===== src/hw/tme_defs.svh =====
// Constants of the two-wire mode engine: offsets, fields, reset values
`ifndef TME_DEFS_SVH
`define TME_DEFS_SVH
// ****************************************
// Register offsets
// ****************************************
`define TME_OFS_CTRL 4'h0
`define TME_OFS_TXD 4'h1
`define TME_OFS_RXD 4'h2
`define TME_OFS_STAT 4'h3
`define TME_OFS_BAUD 4'h4
// ****************************************
// Control fields
// ****************************************
`define TME_B_ENABLE 0
`define TME_B_START_REQUEST 1
`define TME_B_RSTREQ 2
`define TME_B_STOP_REQUEST 3
`define TME_B_GENSEL 4
`define TME_B_ARBBYTE 5
`define TME_B_ALS 6
`define TME_B_CSYNC 7
`define TME_B_WAIT 8
`define TME_B_CLOCK_RELEASE_ON_STOP 9
`define TME_B_FLOW 10
`define TME_B_CLOCK_PHASE_SELECT 11
`define TME_B_HOLD9 12
`define TME_B_DATA_OUTPUT_DISABLE 13
`define TME_B_LAYOUT 14
`define TME_B_DLY 15
`define TME_B_DEFSDA 18
`define TME_B_ACKVAL 19
// Default data level high at reset, so the data line stays released
`define TME_CTRL_RST 20'h40000
`define TME_BAUD_RST 8'h0f
`endif


===== src/hw/tme_pkg.sv =====
// Types of the two-wire mode engine
package tme_pkg;
   // Generator states
   typedef enum logic [5:0] {
      TME_G_IDLE = 6'h01,
      TME_G_SETUP = 6'h02,
      TME_G_DROP = 6'h04,
      TME_G_LOWCLK = 6'h08,
      TME_G_RISE = 6'h10,
      TME_G_DONE = 6'h20
   } tme_gen_t;
   // Condition events toward the interrupt controller
   typedef struct packed {
      logic cond;
      logic ack;
      logic nack;
      logic rx_done;
   } tme_evt_t;
   // Bus line drive, enable low means driving low
   typedef struct packed {
      logic scl_oe_n;
      logic sda_oe_n;
   } tme_pin_t;
endpackage


===== src/hw/tme_sync2.sv =====
// Two-flop synchroniser with edge flags taken from the second stage
module tme_sync2 import tme_pkg::*; (
   input wire logic i_mclk,
   input wire logic i_rst,
   input wire logic i_ce,
   input wire logic i_async,
   output logic o_lvl,
   output logic o_rise,
   output logic o_fall
);
   logic s1_q, s1_d, s2_q, s2_d, s3_q, s3_d;
   // Next values
   always_comb begin
      s1_d = i_async;
      s2_d = s1_q;
      s3_d = s2_q;
   end
   // Bus idles high, so reset to high
   always_ff @(posedge i_mclk) begin
      if (i_rst) begin
         s1_q <= 1'b1;
         s2_q <= 1'b1;
         s3_q <= 1'b1;
      end else if (i_ce) begin
         s1_q <= s1_d;
         s2_q <= s2_d;
         s3_q <= s3_d;
      end
   end
   assign o_lvl = s2_q;
   assign o_rise = s2_q & ~s3_q;
   assign o_fall = ~s2_q & s3_q;
endmodule // tme_sync2


===== src/hw/tme_delay.sv =====
// Data-line output delay line, tapped by the delay field
module tme_delay import tme_pkg::*; #(
   parameter int DEPTH = 8
) (
   input wire logic i_mclk,
   input wire logic i_rst,
   input wire logic i_ce,
   input wire logic i_tick,
   input wire logic [2:0] i_sel,
   input wire logic i_din,
   output logic o_dout
);
   logic [DEPTH-1:0] sh_q, sh_d;
   initial begin
      if (DEPTH != 8) $error("tme_delay: DEPTH must be 8");
   end
   // Shift once per counter source tick
   always_comb begin
      sh_d = sh_q;
      if (i_tick) sh_d = {sh_q[DEPTH-2:0], i_din};
   end
   always_ff @(posedge i_mclk) begin
      if (i_rst) sh_q <= '1;
      else if (i_ce) sh_q <= sh_d;
   end
   assign o_dout = (i_sel == 3'h0) ? i_din : sh_q[i_sel];
endmodule // tme_delay


===== src/hw/tme_engine.sv =====
// Two-wire mode engine: conditions, arbitration, clock control, shifting
//
// The address map and the plain strobed port are this design's own decisions.
`include "tme_defs.svh"
module tme_engine import tme_pkg::*; (
   input wire logic i_mclk,
   input wire logic i_rst,
   input wire logic i_ce,
   input wire logic [3:0] i_addr,
   input wire logic [19:0] i_wdata,
   input wire logic i_wr,
   input wire logic i_rd,
   output logic [19:0] o_rdata,
   input wire logic i_bus_clock_pin,
   input wire logic i_bus_data_pin,
   output tme_pin_t o_pin,
   output logic o_scl_o,
   output logic o_sda_o,
   output tme_evt_t o_evt,
   output logic o_bus_busy_flag
);
   // ****************************************
   // Register file
   // ****************************************
   logic [19:0] ctrl_q, ctrl_d;
   logic [8:0] txd_q, txd_d;
   logic [7:0] baud_q, baud_d;
   logic [19:0] rdata_q, rdata_d;
   logic [8:0] rxbuf_q, rxbuf_d;
   logic arb_q, arb_d, mism_q, mism_d, busy_q, busy_d;
   logic scl_lvl, scl_rise, scl_fall, sda_lvl, sda_rise, sda_fall;
   logic start_det, stop_det, gen_done, gen_start, gen_stop;
   tme_gen_t gst_q, gst_d;
   logic gstop_q, gstop_d;
   logic iscl_q, iscl_d, hold_q, hold_d;
   logic [7:0] cnt_q, cnt_d;
   logic [3:0] bit_q, bit_d;
   logic [8:0] sh_q, sh_d;
   logic [8:0] rsh_q, rsh_d;
   logic tick, tclk, tclk_q, t_rise, t_fall, sda_raw, sda_dly;
   logic stop_seen_q, stop_seen_d;
   wire gen_sel = ctrl_q[`TME_B_GENSEL];
   wire layout = ctrl_q[`TME_B_LAYOUT];
   // Pins pass two flops first
   tme_sync2 u_scl (.i_mclk(i_mclk), .i_rst(i_rst), .i_ce(i_ce), .i_async(i_bus_clock_pin),
      .o_lvl(scl_lvl), .o_rise(scl_rise), .o_fall(scl_fall));
   tme_sync2 u_sda (.i_mclk(i_mclk), .i_rst(i_rst), .i_ce(i_ce), .i_async(i_bus_data_pin),
      .o_lvl(sda_lvl), .o_rise(sda_rise), .o_fall(sda_fall));
   assign start_det = sda_fall & scl_lvl;
   assign stop_det = sda_rise & scl_lvl;
   // Register writes; hardware clears the three request bits when generation is done
   always_comb begin
      ctrl_d = ctrl_q;
      txd_d = txd_q;
      baud_d = baud_q;
      rdata_d = 20'h00000;
      if (i_wr && i_addr == `TME_OFS_CTRL) ctrl_d = i_wdata;
      if (i_wr && i_addr == `TME_OFS_TXD) txd_d = i_wdata[8:0];
      if (i_wr && i_addr == `TME_OFS_BAUD) baud_d = i_wdata[7:0];
      if (gen_done) begin
         ctrl_d[`TME_B_START_REQUEST] = 1'b0;
         ctrl_d[`TME_B_RSTREQ] = 1'b0;
         ctrl_d[`TME_B_STOP_REQUEST] = 1'b0;
      end
      if (i_rd) begin
         unique case (i_addr)
            `TME_OFS_CTRL: rdata_d = ctrl_q;
            `TME_OFS_TXD: rdata_d = {11'h000, txd_q};
            // layout 1 with phase 1 after ninth rise reads standard order
            `TME_OFS_RXD: rdata_d = {arb_q, 10'h000, rxbuf_q};
            `TME_OFS_STAT: rdata_d = {17'h00000, gstop_q, busy_q, arb_q};
            `TME_OFS_BAUD: rdata_d = {12'h000, baud_q};
            default: rdata_d = 20'h00000;
         endcase
      end
   end
   always_ff @(posedge i_mclk) begin
      if (i_rst) begin
         ctrl_q <= `TME_CTRL_RST;
         txd_q <= 9'h1ff;
         baud_q <= `TME_BAUD_RST;
         rdata_q <= 20'h00000;
      end else if (i_ce) begin
         ctrl_q <= ctrl_d;
         txd_q <= txd_d;
         baud_q <= baud_d;
         rdata_q <= rdata_d;
      end
   end
   assign o_rdata = rdata_q;
   // ****************************************
   // Condition generator
   // ****************************************
   // requests act only with the generator selected
   always_comb begin
      gst_d = gst_q;
      gstop_d = gstop_q;
      gen_done = 1'b0;
      unique case (gst_q)
         TME_G_IDLE: begin
            if (gen_sel && tick) begin
               if (ctrl_q[`TME_B_START_REQUEST] || ctrl_q[`TME_B_RSTREQ]) begin
                  gst_d = TME_G_SETUP;
                  gstop_d = 1'b0;
               end else if (ctrl_q[`TME_B_STOP_REQUEST]) begin
                  gst_d = TME_G_SETUP;
                  gstop_d = 1'b1;
               end
            end
         end
         TME_G_SETUP: if (tick) gst_d = TME_G_DROP;
         TME_G_DROP: if (tick) gst_d = TME_G_RISE;
         TME_G_RISE: if (tick) gst_d = gstop_q ? TME_G_DONE : TME_G_LOWCLK;
         TME_G_LOWCLK: if (tick) gst_d = TME_G_DONE;
         TME_G_DONE: begin
            gen_done = 1'b1;
            gst_d = TME_G_IDLE;
         end
         default: gst_d = TME_G_IDLE;
      endcase
   end
   always_ff @(posedge i_mclk) begin
      if (i_rst) begin
         gst_q <= TME_G_IDLE;
         gstop_q <= 1'b0;
      end else if (i_ce) begin
         gst_q <= gst_d;
         gstop_q <= gstop_d;
      end
   end
   assign gen_start = gen_done & ~gstop_q;
   assign gen_stop = gen_done & gstop_q;
   // ****************************************
   // Baud counter and internal clock
   // ****************************************
   assign tick = (cnt_q == 8'h00);
   // transfer clock is internal AND pin
   assign tclk = iscl_q & scl_lvl;
   assign t_rise = tclk & ~tclk_q;
   assign t_fall = ~tclk & tclk_q;
   always_comb begin
      cnt_d = tick ? baud_q : cnt_q - 8'h01;
      iscl_d = iscl_q;
      if (tick && gst_q == TME_G_IDLE && busy_q) iscl_d = ~iscl_q;
      // Clock stays low after a generated start, else a false stop follows
      if (gen_start) iscl_d = 1'b0;
      if (ctrl_q[`TME_B_CSYNC]) begin
         // external fall pulls internal low and reloads
         if (scl_fall && iscl_q) begin
            iscl_d = 1'b0;
            cnt_d = baud_q;
         end else if (iscl_q && !scl_lvl) begin
            // Stretched by another party: counting waits
            cnt_d = cnt_q;
         end
      end
   end
   always_ff @(posedge i_mclk) begin
      if (i_rst) begin
         cnt_q <= `TME_BAUD_RST;
         iscl_q <= 1'b1;
         tclk_q <= 1'b1;
      end else if (i_ce) begin
         cnt_q <= cnt_d;
         iscl_q <= iscl_d;
         tclk_q <= tclk;
      end
   end
   // ****************************************
   // Shifting, arbitration, holds
   // ****************************************
   always_comb begin
      bit_d = bit_q;
      sh_d = sh_q;
      rsh_d = rsh_q;
      rxbuf_d = rxbuf_q;
      arb_d = arb_q;
      mism_d = mism_q;
      busy_d = busy_q;
      hold_d = hold_q;
      stop_seen_d = stop_seen_q;
      o_evt = '0;
      if (i_wr && i_addr == `TME_OFS_STAT) arb_d = 1'b0;
      if (start_det || gen_start) begin
         busy_d = 1'b1;
         // A detected start's own clock fall is no bit end, so park the count
         bit_d = gen_start ? 4'h0 : 4'hf;
         sh_d = txd_q;
         stop_seen_d = 1'b0;
      end
      if (stop_det || gen_stop) begin
         busy_d = 1'b0;
         stop_seen_d = 1'b1;
      end
      // one shared event, busy flag tells which
      o_evt.cond = gen_sel ? gen_done : (start_det | stop_det);
      if (t_rise) begin
         rsh_d = {rsh_q[7:0], sda_lvl};
         if (bit_q < 4'h8 && !ctrl_q[`TME_B_ARBBYTE]) arb_d = (sh_q[8] != sda_lvl);
         if (bit_q < 4'h8 && sh_q[8] != sda_lvl) mism_d = 1'b1;
         if (bit_q == 4'h8) begin
            // standard layout with acknowledge in bit 8
            rxbuf_d = {sda_lvl, rsh_q[7:0]};
            if (!layout) begin
               o_evt.nack = sda_lvl;
               o_evt.ack = ~sda_lvl;
            end
            o_evt.rx_done = 1'b1;
         end
      end
      if (t_fall && bit_q == 4'hf) begin
         bit_d = 4'h0;
      end else if (t_fall) begin
         sh_d = {sh_q[7:0], 1'b1};
         bit_d = bit_q + 4'h1;
         if (bit_q == 4'h7 && layout) rxbuf_d = {rsh_q[0], 1'b0, rsh_q[7:1]};
         if (bit_q == 4'h8) begin
            if (ctrl_q[`TME_B_ARBBYTE] && mism_q) arb_d = 1'b1;
            mism_d = 1'b0;
            bit_d = 4'h0;
            sh_d = txd_q;
            if (ctrl_q[`TME_B_WAIT] || (ctrl_q[`TME_B_CLOCK_PHASE_SELECT] && ctrl_q[`TME_B_HOLD9])) hold_d = 1'b1;
         end
      end
      if (!ctrl_q[`TME_B_WAIT] && !(ctrl_q[`TME_B_CLOCK_PHASE_SELECT] && ctrl_q[`TME_B_HOLD9])) hold_d = 1'b0;
      if (bit_q == 4'h8 && !t_fall) sh_d[8] = ctrl_q[`TME_B_ACKVAL];
   end
   always_ff @(posedge i_mclk) begin
      if (i_rst) begin
         bit_q <= 4'h0;
         sh_q <= 9'h1ff;
         rsh_q <= 9'h000;
         rxbuf_q <= 9'h000;
         arb_q <= 1'b0;
         mism_q <= 1'b0;
         busy_q <= 1'b0;
         hold_q <= 1'b0;
         stop_seen_q <= 1'b0;
      end else if (i_ce) begin
         bit_q <= bit_d;
         sh_q <= sh_d;
         rsh_q <= rsh_d;
         rxbuf_q <= rxbuf_d;
         arb_q <= arb_d;
         mism_q <= mism_d;
         busy_q <= busy_d;
         hold_q <= hold_d;
         stop_seen_q <= stop_seen_d;
      end
   end
   assign o_bus_busy_flag = busy_q;
   // ****************************************
   // Pin drive
   // ****************************************
   // Default level stands while disabled
   assign sda_raw = !ctrl_q[`TME_B_ENABLE] ? ctrl_q[`TME_B_DEFSDA] :
      (gst_q == TME_G_DROP || gst_q == TME_G_LOWCLK) ? 1'b0 :
      (gst_q == TME_G_SETUP) ? ~gstop_q : (gst_q == TME_G_RISE) ? gstop_q : sh_q[8];
   tme_delay #(.DEPTH(8)) u_dly (.i_mclk(i_mclk), .i_rst(i_rst), .i_ce(i_ce), .i_tick(tick),
      .i_sel(ctrl_q[`TME_B_DLY +: 3]), .i_din(sda_raw), .o_dout(sda_dly));
   assign o_scl_o = 1'b0;
   assign o_sda_o = 1'b0;
   always_comb begin
      o_pin.sda_oe_n = sda_dly;
      o_pin.scl_oe_n = iscl_q && !hold_q && !(gst_q == TME_G_LOWCLK)
         && !(gst_q == TME_G_DONE && !gstop_q);
      if (ctrl_q[`TME_B_ALS] && arb_q) o_pin.sda_oe_n = 1'b1;
      if (ctrl_q[`TME_B_DATA_OUTPUT_DISABLE]) o_pin.sda_oe_n = 1'b1;
      if (ctrl_q[`TME_B_FLOW]) o_pin.scl_oe_n = 1'b0;
      if (ctrl_q[`TME_B_CLOCK_RELEASE_ON_STOP] && stop_seen_q) o_pin.scl_oe_n = 1'b1;
   end
   // ****************************************
   // Assertions
   // ****************************************
   a_start_evt: assert property (@(posedge i_mclk) disable iff (i_rst)
      (i_ce && start_det) |=> busy_q) else $error("start not flagged busy");
   a_stop_evt: assert property (@(posedge i_mclk) disable iff (i_rst)
      (i_ce && stop_det && !start_det) |=> !busy_q) else $error("stop left busy set");
   a_cond_src: assert property (@(posedge i_mclk) disable iff (i_rst)
      (!gen_sel && start_det) |-> o_evt.cond) else $error("detect event missing");
   a_arb_bit: assert property (@(posedge i_mclk) disable iff (i_rst)
      (i_ce && t_rise && bit_q < 4'h8 && !ctrl_q[`TME_B_ARBBYTE] && !i_wr
      && sh_q[8] != sda_lvl) |=> arb_q) else $error("bit loss not set");
   a_als_rel: assert property (@(posedge i_mclk) disable iff (i_rst)
      (ctrl_q[`TME_B_ALS] && arb_q) |-> o_pin.sda_oe_n) else $error("data not released");
   a_data_output_disable_rel: assert property (@(posedge i_mclk) disable iff (i_rst)
      ctrl_q[`TME_B_DATA_OUTPUT_DISABLE] |-> o_pin.sda_oe_n) else $error("data not disabled");
   a_flow_hold: assert property (@(posedge i_mclk) disable iff (i_rst)
      (ctrl_q[`TME_B_FLOW] && !(ctrl_q[`TME_B_CLOCK_RELEASE_ON_STOP] && stop_seen_q)) |-> !o_pin.scl_oe_n)
      else $error("clock not forced low");
   a_and_clk: assert property (@(posedge i_mclk) disable iff (i_rst)
      tclk == (iscl_q && scl_lvl)) else $error("transfer clock wrong");
endmodule // tme_engine


===== config.mk =====
export PLATFORM = sky130hd
export DESIGN_NAME = tme_engine
export DESIGN_NICKNAME = d
export VERILOG_FILES = /design/src/hw/tme_pkg.sv /design/src/hw/tme_sync2.sv /design/src/hw/tme_delay.sv /design/src/hw/tme_engine.sv
export VERILOG_INCLUDE_DIRS = /design/src /design/src/hw
export SDC_FILE = /design/constraint.sdc
export NUM_CORES = 1
export LEC_CHECK = 0
export BUFFER_PORTS_ARGS = -buffer_cell sky130_fd_sc_hd__buf_2
export CORE_MARGIN = 2
export CORE_UTILIZATION = 40
export CTS_BUF_LIST = sky130_fd_sc_hd__clkbuf_4
export DETAILED_ROUTE_END_ITERATION = 12
export PLACE_DENSITY = 0.58
export SLEW_MARGIN = 5
export SYNTH_ARGS = -nofsm -noshare
export SYNTH_HDL_FRONTEND = slang
export SYNTH_HIERARCHICAL = 1
export SYNTH_SLANG_ARGS = --single-unit

===== constraint.sdc =====
create_clock -name i_mclk -period 7.74 [get_ports i_mclk]
set_input_delay 1.161 -clock i_mclk [delete_from_list [all_inputs] [get_ports i_mclk]]
set_output_delay 1.161 -clock i_mclk [all_outputs]
set_load 0.01 [all_outputs]

==> summary.txt, run 1 <==
most frequent cells in the layout -> dfxtp_1, nand2_1, nor2_1
status -> finished clean
R2R Path Start -> cnt_q[0]$_SDFFE_PP1P_
Multi-input gate area -> 3240 sq um
CP Max Fanout -> 9
proportion of layout cells with a drive suffix above 1 -> 0.149
gpl congestion -> 0.858
Fillers -> 1,432
average routed wire per standard cell -> 18.2 um
GRT Overall Usage -> 0.216
Via Count -> 5,518
clk sinks -> 123
Worst Setup Start Kind -> flop
GRT met1 Usage -> 0.310
Ant. Diodes -> 0
Worst-Skew Late Latency -> 0.54 ns
first-pass GRT wire length -> 27.5 mm
GR Layer Usage met3 -> 0.0484
Num CTS Buffers -> 17
Leakage Power -> 2.59 nW
Placeable Area -> 14,500 sq um
nets -> 781
Total Wirelength -> 17.1 mm
Setup Skew -> 0.0153 ns
Slew Limit Fails -> 0
Initial DRT Pass Iterations -> 5
total grt overflow -> 0
I/O Buffers -> 57
count of final hold-check violations -> 0
r2r endpoint -> gst_q[0]$_SDFFE_PP1P_
CTS root buf -> clkbuf_4
Worst Hold End -> u_dly/sh_q[7]$_SDFFE_PP1P_
busiest layer in global routing -> met2
PwrDens -> 192 nW/um^2
Top-Level Pins -> 60
number of global-route vias before repair -> 5,176
initial DRC count -> 588
met2 global-route usage -> 0.327
CP arrival -> 3.34 ns
Worst Tran Pin Value -> 1.16 ns
Mean Syn Cell Area -> 8.30 sq um
fin crit period -> 4.50 ns
flip-flop and latch area -> 2460 sq um
# setup viols final -> 0
via/cell ratio -> 5.86
most common library cell in the layout ignoring fill and taps -> dfxtp_1
Die Y-Extent -> 126 um
TNS Setup -> 0 ns
non-filler instance count after layout -> 942
postcts setup bufs -> 0
deepest clock path buffer count -> 2
Clock transition at path regs -> 0.11 ns
worst vdd ir -> 0.124 mV
worst r2r path cells -> 7
hold_buf cts -> 0
worst hold path cell count -> 1
CTS tree -> yes
post-cts resize count -> 0
DRC Markers -> 0
Max Fclk -> 222 MHz
Hold Crit Class -> flop to flop
Final ANT Viol Nets -> 0
pin count of the biggest net entering global routing -> 92
DP Wirelength -> 11.7 mm
Post-Synthesis Cells -> 718
antenna violations before repair -> 0
CP required -> 6.58 ns
r2r setup slk -> 4.99 ns
crit path capture type -> output port
min-delay src -> u_dly/sh_q[7]$_SDFFE_PP1P_
initial core utilization -> 0.410
Die Wd -> 126 um
Layout area overhead -> 10.4%
Max Cap Violations -> 0
Die Area -> 15,900 sq um
synthesized area -> 5960 sq um
H-tree depth -> 4
Final period util -> 0.581
placed cells -> 911
Synth warnings -> 6
row count -> 44
Rel. slew slack -> 0.228
WS Path Type -> flop to output port
RSZ-0062 raised after global routing -> no
metrics by stage:
step                      utilization  hold WS, ns  worst slack (ns)  power (mW)  instance area [sq um]
after floorplan                     -        0.427              4.17       0.740                   5960
after global placement          0.432        0.437              3.88       0.774                   6270
after detailed placement        0.432        0.446              3.84       0.775                   6270
after CTS                       0.452        0.471              3.21        1.27                   6580
after global routing            0.452        0.495              3.01        1.31                   6580
final                           0.452        0.466              3.24        1.26                   6580
report_power, final:
part | switching [mW] | leakage [nW] | internal, mW
logic | 0.0692 | 1.42 | 0.0361
clock network | 0.237 | 0.169 | 0.260
registers | 0.0128 | 0.997 | 0.644
state kept, by name, summed over array words and instances, names as in the netlist, 4 cells and up:
signal	flops
ctrl_q	20
o_rdata	20
rxbuf_q	9
sh_q	9
txd_q	9
baud_q	8
cnt_q	8
rsh_q	8
u_dly/sh_q	8
gst_q	6
bit_q	4
area by class of cell:
cell class	count	area share
timing repair buffer	60	0.0468
sequential	123	0.375
clock buffer	20	0.0228
inverter	8	0.00457
clock inverter	11	0.0230
tap	184	0.0350
multi-input combinational	536	0.493
worst max path at each step:
| stage | end | from | cells after the start | slack (ns) |
|---|---|---|---|---|
| 6_report | o_pin[0] | gst_q[2]$_SDFFE_PP0P_ | 9 | 3.24 |
| 5_1_grt | o_pin[0] | gst_q[1]$_SDFFE_PP0P_ | 9 | 3.01 |
| 3_3_place_gp | o_pin[0] | gst_q[2]$_SDFFE_PP0P_ | 9 | 3.88 |
| 3_5_place_dp | o_pin[0] | gst_q[2]$_SDFFE_PP0P_ | 9 | 3.84 |
| 4_1_cts | o_pin[0] | gst_q[2]$_SDFFE_PP0P_ | 9 | 3.21 |
| 2_1_floorplan | o_pin[0] | gst_q[3]$_SDFFE_PP0P_ | 9 | 4.17 |
critical path, stage by stage (launching register included):
cell      delay, ns
dfxtp_1        0.40
nor4b_1        0.54
nand2_1        0.12
a21oi_1        0.15
a221oi_1       0.09
mux2_2         0.32
mux4_1         0.49
mux2_2         0.28
a211o_1        0.28
buf_2          0.14
routing by layer:
layer,part of all wire,wire length [um],vias up
met4,0.015,252,0
met3,0.072,1240,18
met1,0.47,8030,2631
li1,-,-,2681
met2,0.44,7580,188
met5,0,0,-
No activity file was read; power rests on OpenSTA's default activity.
==> inputs of run 2 (changes only) <==
- clock period: 7.74 -> 4.2 ns (I/O delays scaled with it)
==> run 2 against run 1 <==
Clock power grew 59%. Design area down 0.15%. Die area unchanged. Worst hold slack got worse by 0.17 ns. Sequential power rose by 84%. Critical path depth fell by 2. Largest power group unchanged. Clock-buffer cell count unchanged. First-iteration DRC count is 6.5% lower. Via count increased by 1.1%. Worst setup slack worse by 2.9 ns.
==> summary.txt, run 2 (synthesis gave the netlist of run 1 again) <==
Layout area overhead -> 10.2%
CP max-delay cell -> nor4_1
Max Fclk -> 257 MHz
Total Wirelength -> 17.4 mm (+1.9%)
slowest stage delay, CP -> 0.64 ns (+0.10 ns)
Hold Crit Class -> input pin to flop
via/cell ratio -> 5.89 (+0.57%)
RSZ-0062 raised after global routing -> no
deepest clock path buffer count -> 2 (unchanged)
Clock transition at path regs -> 0.11 ns (about the same)
Initial DRT Pass Iterations -> 7 (+2)
Fillers -> 1,454 (+1.5%)
Multi-input gate area -> 3250 sq um (+0.19%)
count of final hold-check violations -> 0 (unchanged)
Slew Limit Fails -> 0 (unchanged)
Die Area -> 15,900 sq um (unchanged)
crit path capture type -> output port
Setup Skew -> 0.0130 ns (-0.00233 ns)
hold_ws -> 0.294 ns (-0.172 ns)
placed cells -> 915 (+0.44%)
Placeable Area -> 14,500 sq um (unchanged)
Top-Level Pins -> 60 (unchanged)
postcts setup bufs -> 0 (unchanged)
Placed Instance Area -> 6300 sq um (+0.48%)
WS Path Type -> flop to output port
clk sinks -> 123 (unchanged)
number of global-route vias before repair -> 5,308 (+2.6%)
Die Y-Extent -> 126 um (unchanged)
TNS Setup -> 0 ns (unchanged)
Post-Place Worst Slack -> 0.850 ns (-2.99 ns)
I/O Buffers -> 57 (unchanged)
CP Max Fanout -> 6 (-3)
CTS root buf -> clkbuf_4
CP arrival -> 3.26 ns (-0.08 ns)
most common library cell in the layout ignoring fill and taps -> dfxtp_1
initial DRC count -> 550 (-6.5%)
PwrDens -> 335 nW/um^2 (+75%)
flip-flop and latch area -> 2460 sq um (unchanged)
pin count of the biggest net entering global routing -> 91 (-1.1%)
Final Instance Area -> 6570 sq um (-0.15%)
Final period util -> 0.926
status -> finished clean
Worst Tran Pin Value -> 1.04 ns (-0.115 ns)
Max Cap Violations -> 0 (unchanged)
non-filler instance count after layout -> 947 (+0.53%)
Die Wd -> 126 um (unchanged)
average routed wire per standard cell -> 18.4 um (+1.4%)
total grt overflow -> 0 (unchanged)
most frequent cells in the layout -> dfxtp_1, nand2_1, nor2_1
Via Count -> 5,579 (+1.1%)
worst vdd ir -> 0.173 mV (+40%)
proportion of layout cells with a drive suffix above 1 -> 0.152 (+0.00295)
Num CTS Buffers -> 17 (unchanged)
Worst Setup Start Kind -> flop
antenna violations before repair -> 0 (unchanged)
first-pass GRT wire length -> 28.2 mm (+2.7%)
CP Cell Sequence -> nor4_1, a221oi_1, mux2_2, mux4_1, mux2_2, a211o_1, buf_2
fin crit period -> 3.89 ns
H-tree depth -> 4 (unchanged)
post-route worst setup slack -> 0.312 ns (-2.93 ns)
DRC Markers -> 0 (unchanged)
Final ANT Viol Nets -> 0 (unchanged)
Rel. slew slack -> 0.302 (+0.0745)
most used cell, CP -> mux2_2
DP Wirelength -> 11.8 mm (+1.3%)
GRT Overall Usage -> 0.223 (+0.00664)
# setup viols final -> 0 (unchanged)
Ant. Diodes -> 0 (unchanged)
Worst-Skew Late Latency -> 0.54 ns (about the same)
Leakage Power -> 2.58 nW (-0.15%)
r2r setup slk -> 1.45 ns (-3.54 ns)
CP required -> 3.57 ns (-3.01 ns)
initial core utilization -> 0.410 (unchanged)
hold_buf cts -> 0 (unchanged)
nets -> 785 (+0.51%)
gpl congestion -> 0.910 (+6.1%)
CTS tree -> yes
row count -> 44 (unchanged)
run 2: final cells by class:
type / instances / share of cell area
clock buffer: 20 / 0.0229
clock inverter: 12 / 0.0160
inverter: 8 / 0.00457
multi-input combinational: 536 / 0.495
sequential: 123 / 0.375
tap: 184 / 0.0351
timing repair buffer: 64 / 0.0515
run 2: what timing repair did:
action                                  4_1_cts  5_1_grt
endpoints found under the hold margin         0        0
gates resized for setup                       0        1
endpoints found under the setup margin        0        1
run 2: per-layer routing:
metal | part of all wire | routed length (um) | up-vias | track usage
li1 | - | - | 2688 | -
met1 | 0.47 | 8270 | 2670 | 0.315
met2 | 0.45 | 7840 | 193 | 0.339
met3 | 0.058 | 1020 | 28 | 0.0489
met4 | 0.016 | 287 | 0 | 0.0743
met5 | 0 | 0 | - | 0
run 2: path summary, 6_finish.rpt:
path                                               from                        to  depth (start not counted)
worst max-delay path              gst_q[5]$_SDFFE_PP0P_                  o_pin[0]                          7
worst min register to register  u_scl/s1_q$_SDFFE_PP1P_  u_scl/o_lvl$_SDFFE_PP1P_                          1
worst min-delay path                     i_bus_data_pin   u_sda/s1_q$_SDFFE_PP1P_                          2
worst max register to register    cnt_q[0]$_SDFFE_PP1P_     gst_q[4]$_SDFFE_PP0P_                          7
run 2: report_power, final:
part / internal (mW) / switching [mW]
Sequential: 1.19 / 0.0237
Combinational: 0.0681 / 0.130
Clock: 0.357 / 0.432
Total: 1.61 / 0.586
run 2: critical path, delay by kind of cell, from the launching register on:
family                 cells  cell delay (ns)
flip-flops                 1             0.37
AO/OA/AOI/OAI              2             0.46
buffers and inverters      1             0.14
multiplexers               3             1.10
AND/OR/NAND/NOR            1             0.64
run 2: per-stage QoR:
| step | total power [mW] | util |
|---|---|---|
| after floorplan | 1.36 | - |
| after global placement | 1.43 | 0.434 |
| after detailed placement | 1.43 | 0.434 |
| after CTS | 2.22 | 0.451 |
| after global routing | 2.30 | 0.452 |
| final | 2.20 | 0.452 |
==> inputs of run 3 (changes only) <==
- PLACE_DENSITY: 0.58 -> 0.63
==> run 3 against run 2 <==
Design area shrank 0.34%. Clock power decreased by 5.2%. Via count increased by 1.7%. Global-route usage fell by 0.94 points. Combinational power hardly changed. Non-clock buffer count is the same. Wire length shrank 2.8%. First-iteration DRC count is 12% higher. Sequential share of layout area increased by 0.13 points. Critical path type unchanged.
==> summary.txt, run 3 (synthesis gave the netlist of run 1 again) <==
# setup viols final -> 0 (unchanged)
clk sinks -> 123 (unchanged)
Final Instance Area -> 6540 sq um (-0.34%)
H-tree depth -> 4 (unchanged)
Die Wd -> 126 um (unchanged)
Top-Level Pins -> 60 (unchanged)
antenna violations before repair -> 1 (+1)
Max Cap Violations -> 0 (unchanged)
CP max-delay cell -> nor4b_1
Worst-Skew Late Latency -> 0.57 ns (+0.03 ns)
crit path capture type -> output port
CP required -> 3.57 ns (about the same)
DRC Markers -> 0 (unchanged)
Num CTS Buffers -> 17 (unchanged)
Total Wirelength -> 16.9 mm (-2.8%)
via/cell ratio -> 5.98 (+1.6%)
average routed wire per standard cell -> 17.9 um (-2.9%)
Final ANT Viol Nets -> 0 (unchanged)
TNS Setup -> 0 ns (unchanged)
I/O Buffers -> 57 (unchanged)
initial DRC count -> 615 (+12%)
row count -> 44 (unchanged)
switching power total -> 0.620 mW (+5.7%)
Worst Tran Pin Value -> 1.11 ns (+0.0674 ns)
Slew Limit Fails -> 0 (unchanged)
total grt overflow -> 0 (unchanged)
post-cts resize count -> 0 (unchanged)
most used cell, CP -> mux2_2
CTS tree -> yes
Final period util -> 0.937 (+0.0113)
Setup Skew -> 0.0183 ns (+0.00534 ns)
proportion of layout cells with a drive suffix above 1 -> 0.155 (+0.00262)
CTS root buf -> clkbuf_4
most common library cell in the layout ignoring fill and taps -> dfxtp_1
Worst Setup Start Kind -> flop
nets -> 785 (unchanged)
sequential power share -> 0.562 (+0.011)
count of final hold-check violations -> 0 (unchanged)
Placeable Area -> 14,500 sq um (unchanged)
postcts setup bufs -> 0 (unchanged)
status -> finished clean
fin crit period -> 3.94 ns (+0.0474 ns)
Hold Crit Class -> input pin to flop
WS Path Type -> flop to output port
worst vdd ir -> 0.300 mV (+73%)
Via Count -> 5,672 (+1.7%)
GRT Overall Usage -> 0.213 (-0.00943)
Max Fclk -> 254 MHz (-1.2%)
Initial DRT Pass Iterations -> 9 (+2)
gpl congestion -> 0.840 (-7.6%)
Die Y-Extent -> 126 um (unchanged)
RSZ-0062 raised after global routing -> no
CP Cell Sequence -> nor4b_1, nand2_1, a21oi_1, a221oi_1, mux2_2, mux4_1, mux2_2, a211o_1, buf_2
CP arrival -> 3.31 ns (+0.05 ns)
clock group share of total power -> 0.348 (-0.011)
Rel. slew slack -> 0.259 (-0.0428)
slowest stage delay, CP -> 0.49 ns (-0.15 ns)
combinational fraction of design power -> 0.090 (about the same)
PwrDens -> 329 nW/um^2 (-1.7%)
Placed Instance Area -> 6300 sq um (unchanged)
most frequent cells in the layout -> dfxtp_1, nand2_1, nor2_1
first-pass GRT wire length -> 27.0 mm (-4.5%)
DP Wirelength -> 11.6 mm (-1.9%)
Layout area overhead -> 9.83%
Die Area -> 15,900 sq um (unchanged)
internal power -> 1.53 mW (-4.9%)
CP Max Fanout -> 9 (+3)
Sw Ratio -> 0.288 (+0.0212)
hold_buf cts -> 0 (unchanged)
Leakage Power -> 2.57 nW (-0.47%)
number of global-route vias before repair -> 5,155 (-2.9%)
deepest clock path buffer count -> 2 (unchanged)
initial core utilization -> 0.410 (unchanged)
pin count of the biggest net entering global routing -> 91 (unchanged)
Clock transition at path regs -> 0.12 ns (about the same)
==> run 3: cell count changes in the layout (fill, tap and decap cells not counted), moves of 2 or more <==
cell	previous run	this run
clkinv_2	3	7
clkinv_4	0	2
clkbuf_4	20	17
clkinv_1	6	3
==> run 3: layout make-up <==
cell class	count	area, sq um
inverters	8	30.0
flip-flops and latches	123	2460
multi-input cells	536	3240
well taps	184	230
clock buffers	17	128
repair buffers	64	338
clock inverters	15	109
fillers	1484	7990
diodes	1	2.50
==> run 3: worst paths after layout <==
kind / endpoint / depth (start not counted) / slack (ns) / start
hold / removal: u_scl/s1_q$_SDFFE_PP1P_ / 2 / 0.27 / i_bus_clock_pin
setup / recovery: o_pin[0] / 9 / 0.26 / gst_q[2]$_SDFFE_PP0P_
hold reg to reg: u_dly/sh_q[0]$_SDFFE_PP1P_ / 1 / 0.47 / u_dly/sh_q[0]$_SDFFE_PP1P_
setup reg to reg: gst_q[4]$_SDFFE_PP0P_ / 7 / 1.47 / cnt_q[0]$_SDFFE_PP1P_
==> run 3: through the flow <==
| stage | setup WS [ns] | util | power, mW | instances | hold WS, ns |
|---|---|---|---|---|---|
| after detailed placement | 0.902 | 0.434 | 1.43 | 915 | 0.446 |
| after global routing | 0.0523 | 0.450 | 2.24 | 948 | 0.233 |
| after global placement | 0.934 | 0.434 | 1.42 | 915 | 0.438 |
| after CTS | 0.268 | 0.450 | 2.17 | 947 | 0.248 |
| after floorplan | 1.16 | - | 1.36 | 719 | 0.427 |
| final | 0.264 | 0.450 | 2.15 | 948 | 0.270 |
==> run 3: power by group through the flow <==
| stage | Combinational, mW | Sequential (mW) | Clock, mW |
|---|---|---|---|
| floorplan | 0.137 | 1.23 | 0 |
| global placement | 0.189 | 1.24 | 0 |
| detailed placement | 0.192 | 1.24 | 0 |
| CTS | 0.193 | 1.21 | 0.763 |
| global route | 0.216 | 1.21 | 0.811 |
| finish | 0.195 | 1.21 | 0.749 |
==> run 3: critical path: cells and delay by family (launching register included) <==
kind / cells / cell delay (ns)
compound gates: 3 / 0.50
buf+inv: 1 / 0.14
flops: 1 / 0.41
mux: 3 / 1.08
simple gates: 2 / 0.61
==> run 3: layer usage <==
metal | global-route usage | part of all wire | vias up
li1 | - | - | 2707
met1 | 0.293 | 0.47 | 2727
met2 | 0.332 | 0.45 | 217
met3 | 0.0582 | 0.065 | 21
met4 | 0.0595 | 0.012 | 0
met5 | 0 | 0 | -
